==> config.mk <==
export PLATFORM = sky130hd
export DESIGN_NAME = port3_port4_function_select
export DESIGN_NICKNAME = d
export VERILOG_FILES = /design/src/pin_mux_pkg.sv /design/src/port3_port4_function_select.sv
export SDC_FILE = /design/constraint.sdc
export NUM_CORES = 1
export LEC_CHECK = 0
export BUFFER_PORTS_ARGS = -buffer_cell sky130_fd_sc_hd__buf_2
export CORE_ASPECT_RATIO = 0.9
export CORE_MARGIN = 4
export CORE_UTILIZATION = 49
export CTS_CLUSTER_DIAMETER = 40
export DETAILED_ROUTE_END_ITERATION = 8
export GPL_ROUTABILITY_DRIVEN = 0
export PLACE_DENSITY = 0.83
export SYNTH_ARGS = -nofsm -noshare
export SYNTH_HDL_FRONTEND = slang
export SYNTH_SLANG_ARGS = --single-unit
==> constraint.sdc <==
create_clock -name clock -period 2.5 [get_ports clock]
set_input_delay 0.125 -clock clock [delete_from_list [all_inputs] [get_ports clock]]
set_output_delay 0.125 -clock clock [all_outputs]
set_load 0.02 [all_outputs]
==> src/pin_mux_pkg.sv <==
/*
 Shared constants and carriers for the port 3 / port 4 pin function select.
 Assumes a 32-bit APB master and peripherals on the same system clock.
*/
package pin_mux_pkg;
    localparam int ADDR_W = 8;
    localparam int DATA_W = 32;
    localparam int P3_W   = 5;
    localparam int P4_W   = 4;
    localparam int CTRL_W = 6;

    // Register byte offsets
    localparam logic [ADDR_W-1:0] OFF_CTRL  = 8'h00;
    localparam logic [ADDR_W-1:0] OFF_P3DAT = 8'h04;
    localparam logic [ADDR_W-1:0] OFF_P3DIR = 8'h08;
    localparam logic [ADDR_W-1:0] OFF_P3PUL = 8'h0c;
    localparam logic [ADDR_W-1:0] OFF_P4DAT = 8'h10;
    localparam logic [ADDR_W-1:0] OFF_P4DIR = 8'h14;
    localparam logic [ADDR_W-1:0] OFF_PINS  = 8'h18;

    // Pin state register: port 4 levels start here
    localparam int PINS_P4_LSB = 8;

    // Reset values: all pins port inputs, no pull-up, single-chip mode
    localparam logic [CTRL_W-1:0] CTRL_RST = 6'h00;
    localparam logic [P3_W-1:0]   P3_RST   = 5'h00;
    localparam logic [P4_W-1:0]   P4_RST   = 4'h0;

    // Port 3 pin slots (port3_bit3 .. port3_bit7)
    localparam int P3_STROBE = 0;
    localparam int P3_HREQ   = 1;
    localparam int P3_HACK   = 2;
    localparam int P3_READY  = 3;
    localparam int P3_CLK    = 4;

    // Port 4 pin slots (port4_bit0 .. port4_bit3)
    localparam int P4_TX   = 0;
    localparam int P4_SCLK = 1;
    localparam int P4_RX0  = 2;
    localparam int P4_RX1  = 3;

    // Control register layout, bit 0 is extBus
    typedef struct packed {
        logic clkOutEn;
        logic readyEn;
        logic holdEn;
        logic strobeOe;
        logic bus16;
        logic extBus;
    } ctrl_s;

    // Outputs from the external bus controller
    typedef struct packed {
        logic strobe;
        logic holdAck;
        logic busClock;
    } bus_s;

    // Outputs from the first serial unit
    typedef struct packed {
        logic txData;
        logic txEn;
        logic clkOut;
        logic clkEn;
    } serial_s;
endpackage : pin_mux_pkg

==> src/port3_port4_function_select.sv <==
/*
 Pin function select for port3_bit3..7 and port4_bit0..3, APB register slave.
 Assumes pins arrive asynchronously and peripherals share the system clock.
*/
`timescale 1ns/1ps
module port3_port4_function_select
    import pin_mux_pkg::*;
#(
    parameter int P3N = P3_W,
    parameter int P4N = P4_W
) (
    input  wire logic                          clock,
    input  wire logic                          reset,
    input  wire logic                          psel,
    input  wire logic                          penable,
    input  wire logic                          pwrite,
    input  wire logic [pin_mux_pkg::ADDR_W-1:0] paddr,
    input  wire logic [pin_mux_pkg::DATA_W-1:0] pwdata,
    output logic      [pin_mux_pkg::DATA_W-1:0] prdata,
    output logic                               pready,
    output logic                               pslverr,
    input  wire logic [P3N-1:0]                p3In,
    output logic      [P3N-1:0]                p3Out,
    output logic      [P3N-1:0]                p3Oe,
    output logic      [P3N-1:0]                p3PullUp,
    input  wire logic [P4N-1:0]                p4In,
    output logic      [P4N-1:0]                p4Out,
    output logic      [P4N-1:0]                p4Oe,
    input  wire pin_mux_pkg::bus_s             busSig,
    input  wire pin_mux_pkg::serial_s          serialSig,
    output logic                               extBusMode,
    output logic                               bus16Mode,
    output logic                               holdReqIn,
    output logic                               readyIn,
    output logic                               serial0ClockIn,
    output logic                               serial0RxData,
    output logic                               serial1RxData
);
    import pin_mux_pkg::*;

    // Peripheral selected wins over port data and direction
    function automatic logic [1:0] pinMux(
        input logic sel,
        input logic perOut,
        input logic perOe,
        input logic datBit,
        input logic dirBit
    );
        logic [1:0] r;
        r = {datBit, dirBit};
        if (sel) begin
            r = {perOut, perOe};
        end
        return r;
    endfunction : pinMux

    ctrl_s               ctrl_r;
    ctrl_s               ctrl_nxt;
    logic [P3N-1:0]      p3Dat_r;
    logic [P3N-1:0]      p3Dat_nxt;
    logic [P3N-1:0]      p3Dir_r;
    logic [P3N-1:0]      p3Dir_nxt;
    logic [P3N-1:0]      p3Pul_r;
    logic [P3N-1:0]      p3Pul_nxt;
    logic [P4N-1:0]      p4Dat_r;
    logic [P4N-1:0]      p4Dat_nxt;
    logic [P4N-1:0]      p4Dir_r;
    logic [P4N-1:0]      p4Dir_nxt;
    logic [DATA_W-1:0]   rdat_r;
    logic [DATA_W-1:0]   rdat_nxt;
    logic                err_r;
    logic                err_nxt;
    logic [P3N-1:0]      p3Meta_r;
    logic [P3N-1:0]      p3Sync_r;
    logic [P4N-1:0]      p4Meta_r;
    logic [P4N-1:0]      p4Sync_r;
    logic [P3N-1:0]      p3Out_r;
    logic [P3N-1:0]      p3Out_nxt;
    logic [P3N-1:0]      p3Oe_r;
    logic [P3N-1:0]      p3Oe_nxt;
    logic [P3N-1:0]      p3Pu_r;
    logic [P3N-1:0]      p3Pu_nxt;
    logic [P4N-1:0]      p4Out_r;
    logic [P4N-1:0]      p4Out_nxt;
    logic [P4N-1:0]      p4Oe_r;
    logic [P4N-1:0]      p4Oe_nxt;
    logic [P3N-1:0]      sel3;
    logic [P3N-1:0]      per3Out;
    logic [P3N-1:0]      per3Oe;
    logic [P4N-1:0]      sel4;
    logic [P4N-1:0]      per4Out;
    logic [P4N-1:0]      per4Oe;
    logic                setup;
    logic                access;
    logic                hit;
    logic                strobeSel;
    logic                holdSel;
    logic                readySel;
    logic                clkSel;

    assign setup  = psel & ~penable;
    assign access = psel & penable;

    // Address decode
    always_comb begin
        case (paddr)
            OFF_CTRL, OFF_P3DAT, OFF_P3DIR, OFF_P3PUL,
            OFF_P4DAT, OFF_P4DIR, OFF_PINS: hit = 1'b1;
            default: hit = 1'b0;
        endcase
    end

    // Function selects from the mode bits
    always_comb begin
        strobeSel = ctrl_r.extBus & ctrl_r.bus16 & ctrl_r.strobeOe;
        holdSel   = ctrl_r.extBus & ctrl_r.holdEn;
        readySel  = ctrl_r.extBus & ctrl_r.readyEn;
        clkSel    = ctrl_r.extBus & ctrl_r.clkOutEn;
    end

    // Peripheral claims per pin; inputs claim with enable low
    always_comb begin
        sel3    = '0;
        per3Out = '0;
        per3Oe  = '0;
        // strobe pin falls back to port
        sel3[P3_STROBE]    = strobeSel;
        per3Out[P3_STROBE] = busSig.strobe;
        per3Oe[P3_STROBE]  = 1'b1;
        // hold pins fall back to port
        sel3[P3_HREQ]      = holdSel;
        sel3[P3_HACK]      = holdSel;
        per3Out[P3_HACK]   = busSig.holdAck;
        per3Oe[P3_HACK]    = 1'b1;
        // ready pin falls back to port
        sel3[P3_READY]     = readySel;
        // clock pin falls back to port
        sel3[P3_CLK]       = clkSel;
        per3Out[P3_CLK]    = busSig.busClock;
        per3Oe[P3_CLK]     = 1'b1;
    end

    always_comb begin
        sel4    = '0;
        per4Out = '0;
        per4Oe  = '0;
        sel4[P4_TX]    = serialSig.txEn;
        per4Out[P4_TX] = serialSig.txData;
        per4Oe[P4_TX]  = 1'b1;
        sel4[P4_SCLK]    = serialSig.clkEn;
        per4Out[P4_SCLK] = serialSig.clkOut;
        per4Oe[P4_SCLK]  = 1'b1;
        sel4[P4_RX0] = 1'b0;
        sel4[P4_RX1] = 1'b0;
    end

    genvar gi;
    generate
        for (gi = 0; gi < P3N; gi++) begin : g_p3
            always_comb begin
                {p3Out_nxt[gi], p3Oe_nxt[gi]} =
                    pinMux(sel3[gi], per3Out[gi], per3Oe[gi], p3Dat_r[gi], p3Dir_r[gi]);
                p3Pu_nxt[gi] = p3Pul_r[gi] & ~sel3[gi];
            end
        end
        for (gi = 0; gi < P4N; gi++) begin : g_p4
            always_comb begin
                {p4Out_nxt[gi], p4Oe_nxt[gi]} =
                    pinMux(sel4[gi], per4Out[gi], per4Oe[gi], p4Dat_r[gi], p4Dir_r[gi]);
            end
        end
    endgenerate

    // Register file next state
    always_comb begin
        ctrl_nxt  = ctrl_r;
        p3Dat_nxt = p3Dat_r;
        p3Dir_nxt = p3Dir_r;
        p3Pul_nxt = p3Pul_r;
        p4Dat_nxt = p4Dat_r;
        p4Dir_nxt = p4Dir_r;
        rdat_nxt  = rdat_r;
        err_nxt   = err_r;
        if (setup) begin
            // Read data staged in setup so it leaves a flip-flop
            err_nxt  = ~hit;
            rdat_nxt = '0;
            case (paddr)
                OFF_CTRL:  rdat_nxt[CTRL_W-1:0] = ctrl_r;
                OFF_P3DAT: rdat_nxt[P3N-1:0] = p3Dat_r;
                OFF_P3DIR: rdat_nxt[P3N-1:0] = p3Dir_r;
                OFF_P3PUL: rdat_nxt[P3N-1:0] = p3Pul_r;
                OFF_P4DAT: rdat_nxt[P4N-1:0] = p4Dat_r;
                OFF_P4DIR: rdat_nxt[P4N-1:0] = p4Dir_r;
                OFF_PINS: begin
                    rdat_nxt[P3N-1:0] = p3Sync_r;
                    rdat_nxt[PINS_P4_LSB +: P4N] = p4Sync_r;
                end
                default: rdat_nxt = '0;
            endcase
        end
        if (access && pwrite) begin
            case (paddr)
                OFF_CTRL:  ctrl_nxt  = ctrl_s'(pwdata[CTRL_W-1:0]);
                OFF_P3DAT: p3Dat_nxt = pwdata[P3N-1:0];
                OFF_P3DIR: p3Dir_nxt = pwdata[P3N-1:0];
                OFF_P3PUL: p3Pul_nxt = pwdata[P3N-1:0];
                OFF_P4DAT: p4Dat_nxt = pwdata[P4N-1:0];
                OFF_P4DIR: p4Dir_nxt = pwdata[P4N-1:0];
                default: ctrl_nxt = ctrl_r;
            endcase
        end
    end

    always_ff @(posedge clock or posedge reset) begin
        if (reset) begin
            ctrl_r  <= ctrl_s'(CTRL_RST);
            p3Dat_r <= P3_RST;
            p3Dir_r <= P3_RST;
            p3Pul_r <= P3_RST;
            p4Dat_r <= P4_RST;
            p4Dir_r <= P4_RST;
            rdat_r  <= '0;
            err_r   <= 1'b0;
        end else begin
            ctrl_r  <= ctrl_nxt;
            p3Dat_r <= p3Dat_nxt;
            p3Dir_r <= p3Dir_nxt;
            p3Pul_r <= p3Pul_nxt;
            p4Dat_r <= p4Dat_nxt;
            p4Dir_r <= p4Dir_nxt;
            rdat_r  <= rdat_nxt;
            err_r   <= err_nxt;
        end
    end

    // Pin registers and input synchronisers
    always_ff @(posedge clock or posedge reset) begin
        if (reset) begin
            p3Meta_r <= P3_RST;
            p3Sync_r <= P3_RST;
            p4Meta_r <= P4_RST;
            p4Sync_r <= P4_RST;
            p3Out_r  <= P3_RST;
            p3Oe_r   <= P3_RST;
            p3Pu_r   <= P3_RST;
            p4Out_r  <= P4_RST;
            p4Oe_r   <= P4_RST;
        end else begin
            p3Meta_r <= p3In;
            p3Sync_r <= p3Meta_r;
            p4Meta_r <= p4In;
            p4Sync_r <= p4Meta_r;
            p3Out_r  <= p3Out_nxt;
            p3Oe_r   <= p3Oe_nxt;
            p3Pu_r   <= p3Pu_nxt;
            p4Out_r  <= p4Out_nxt;
            p4Oe_r   <= p4Oe_nxt;
        end
    end

    // One registered stage on pin drive keeps outputs glitch free
    assign p3Out    = p3Out_r;
    assign p3Oe     = p3Oe_r;
    assign p3PullUp = p3Pu_r;
    assign p4Out    = p4Out_r;
    assign p4Oe     = p4Oe_r;

    // hold request gated off when not claimed
    assign holdReqIn = holdSel & p3Sync_r[P3_HREQ];
    // ready forced true when not claimed, so no stall
    assign readyIn   = ~readySel | p3Sync_r[P3_READY];
    assign extBusMode = ctrl_r.extBus;
    assign bus16Mode  = ctrl_r.extBus & ctrl_r.bus16;
    assign serial0RxData  = p4Sync_r[P4_RX0];
    assign serial1RxData  = p4Sync_r[P4_RX1];
    // clock pin level back to unit
    assign serial0ClockIn = p4Sync_r[P4_SCLK];

    // Zero wait states; unmapped offsets answer with an error
    assign pready  = 1'b1;
    assign pslverr = access & err_r;
    assign prdata  = rdat_r;
endmodule : port3_port4_function_select

==> flow_metrics.py <==
metrics = {
    "floorplanning": {
        "rows": 28,
        "core-area_mm2": 0.006586,
        "start_util_pct": 50.34,
        "io_pins": 125,
        "die_area_mm2": 0.008149,
        "die_h_um": 86.04,
        "fp.dieW_um": 94.71,
    },
    "finish": {
        "utilization_pct": 61.91,
        "multi_input_area_mm2": 0.001162,
        "diodes": 0,
        "nets": 404,
        "seq_area_mm2": 0.002027,
        "syn2layout_area_growth_pct": 22.98,
        "layout-drive-gt1-share_pct": 39.77,
        "fillers": 555,
    },
    "setup_path": {
        "slowest_delay_ns": 0.48,
        "worstPathRequired_ns": 2.38,
        "endpoint_kind": "output pin",
        "cp_top_family": "flip-flops",
        "cp_num_buf_inv": 1,
        "cp.arrival_ns": 1.40,
        "crit_fanout": 8,
        "slowest_stage": "dfrtp_1",
        "path_class": "reg2out",
        "path_cells": "nand2_1 -> or2_2 -> buf_2",
        "start_kind": "register",
    },
    "cts": {
        "cts.path.max_buffers": 2,
        "postCtsSetupBuffers": 0,
        "cts-root-buf": "clkbuf_8",
        "numCtsBuffers": 9,
        "ctsResizeCount": 0,
        "htree_num_levels": 3,
        "clock-sinks": 81,
        "path_clk_slew_ns": 0.07,
        "cts_tree": "yes",
        "clkLatencyLatePin_ns": 0.35,
    },
    "timing": {
        "finClkSkew_ns": 0.006408,
        "fmax_ghz": 0.6539,
        "rsz0062_at_grt": "no",
        "setup_viol": 0,
        "timing.final.crit_share_pct": 61.17,
        "slew_viol_final": 0,
        "post-route-min-period_ns": 1.529,
        "slew_headroom_pct": 45.15,
        "setup-tns-final_ns": 0,
        "fin_ws_ns": 0.9707,
        "tightestPinTransition_ns": 0.8218,
        "final-hold-violation-count": 0,
    },
    "grt": {
        "grt_pass1_vias": 2215,
        "grt_overflow": 0,
        "antenna_found_initial": 0,
        "grt_pass1_wl_mm": 10.80,
        "grt_max_degree": 52,
        "grt_use_total_pct": 17.74,
    },
    "run_status": {
        "status": "completed",
    },
    "power": {
        "leakage_nw": 2.156,
        "peakVddDrop_mv": 0.4352,
        "total_power_w": 0.002528,
        "p_per_area_mw_per_mm2": 620.0,
    },
    "run": {
        "maxCapViolCount": 0,
    },
    "synth": {
        "seq_area_frac_synth_pct": 61.13,
        "yosysTopAreaCell": "dfrtp_1",
        "synth.most_common_cell": "dfrtp_1",
        "syn_avg_cell_area_um2": 13.64,
        "synth-simple-area-share_pct": 11.74,
        "synth-xor-area-share_pct": 0,
        "synth_seq_cells": 81,
        "ys_top_cells_by_area": "dfrtp_1, mux2_2, buf_4",
        "synth.cell_area_mm2": 0.003316,
        "synth-edff-count": 0,
        "synth_top_family_by_area": "multiplexers",
        "synth_compound_area_share_pct": 4.264,
        "ys.flop_type": "dfrtp_1",
        "ys_types": 36,
        "synth_fa_ha_area_share_pct": 0,
        "synth_mux_area_share_pct": 16.45,
        "synthArstFlopShare_pct": 100.0,
        "synth.top_cell.area_share_pct": 61.13,
        "yosys-top-cells-count": "dfrtp_1, mux2_2, buf_4, and2_1",
        "yosysWarningCount": 0,
        "syn_inst": 243,
    },
    "routing": {
        "wl_mm": 6.608,
        "dr.pass1.iters": 4,
        "ant_nets": 0,
        "drc": 0,
        "drtIter0Drc": 129,
        "routedWlPerCell_um": 15.12,
        "via_per_inst": 4.833,
        "num_vias": 2112,
    },
    "placed_design": {
        "dp_hpwl_mm": 4.897,
        "dp_slack_ns": 0.7000,
        "portBuffers": 75,
    },
    "hold_path": {
        "worst_hold_path_type": "in2reg",
    },
}
-- layer usage --
layer	share of wire (%)	track usage (%)	vias up	wire, um
li1	-	-	1001	-
met1	42	22.22	1034	2765
met2	48	28.10	70	3167
met3	9.0	7.105	7	592
met4	1.2	5.898	0	82
met5	0	0	-	0
-- cells by family (layout without fill, tap and decap cells) --
group / count (synthesis) / count (layout)
DFF: 81 / 81
and+or+nand+nor: 65 / 65
muxes: 47 / 47
buffers and inverters: 29 / 112
AOI/OAI and AO/OA: 19 / 19
other: 2 / 23
-- what timing repair did --
action,4_1_cts,5_1_grt
hold buffers,17,0
hold endpoints to repair,65,0
setup endpoints to repair,0,0
-- flip-flops by register name, indices dropped and copies added (netlist names), 5 cells and up --
signal / count
ctrl_r: 5
prdata: 10
p3Out: 5
p3Pul_r: 5
p3Dat_r: 5
p3Dir_r: 5
p3Oe: 5
p3Meta_r: 5
p3PullUp: 5
p3Sync_r: 5
-- layout make-up --
class / count / share of cell area [%]
Sequential cell: 81 / 49.71
Multi-Input combinational cell: 154 / 28.51
Timing Repair Buffer: 96 / 14.11
Clock buffer: 12 / 3.805
Tap cell: 90 / 2.762
Clock inverter: 3 / 0.9819
Inverter: 1 / 0.1227
-- path summary, 6_finish.rpt --
kind	start	end	slack, ns	cells past startpoint
worst min register to register	p3Meta_r[2]$_DFF_PP0_	p3Sync_r[2]$_DFF_PP0_	0.35	0
min in group asynchronous	reset	p4Out[1]$_DFF_PP0_	0.47	3
max in group asynchronous	reset	p3Out[4]$_DFF_PP0_	1.32	4
worst max-delay path	extBusMode$_DFFE_PP0P_	readyIn	0.97	3
worst min-delay path	pwdata[5]	ctrl_r[5]$_DFFE_PP0P_	0.03	2
worst max register to register	extBusMode$_DFFE_PP0P_	p3Out[0]$_DFF_PP0_	1.25	3
-- per-stage QoR --
step / area [um^2] / cells / hold slack (ns)
after floorplan: 3395 / 264 / 0.1564
after global placement: 3712 / 405 / 0.2330
after detailed placement: 3712 / 405 / 0.2343
after CTS: 4078 / 437 / 0.009526
after global routing: 4078 / 437 / 0.02840
final: 4078 / 437 / 0.02681
-- cell usage in the layout (no fill, tap or decap), types with 2 or more instances in the layout --
cell,instances
a211oi_1,3
a21oi_1,3
a22o_1,4
a31oi_1,3
and2_1,12
and3_1,5
buf_2,75
buf_4,4
clkbuf_8,11
clkinv_2,3
conb_1,23
dfrtp_1,81
dlygate4sd3_1,17
mux2_2,30
mux2_4,5
mux2i_1,11
nand2_1,11
nand2b_1,4
nand3_1,3
nor2_1,8
nor2b_1,2
nor3_1,8
nor3_4,2
o2bb2ai_1,3
or2_2,3
-- report_power, final --
part | switching (W) | internal (W) | leakage (nW)
registers | 0.0000184 | 0.00135 | 1.07
logic | 0.000149 | 0.0000848 | 0.985
clock network | 0.000419 | 0.000507 | 0.102
total | 0.000586 | 0.00194 | 2.16
Power figures use the tool's default switching activity.
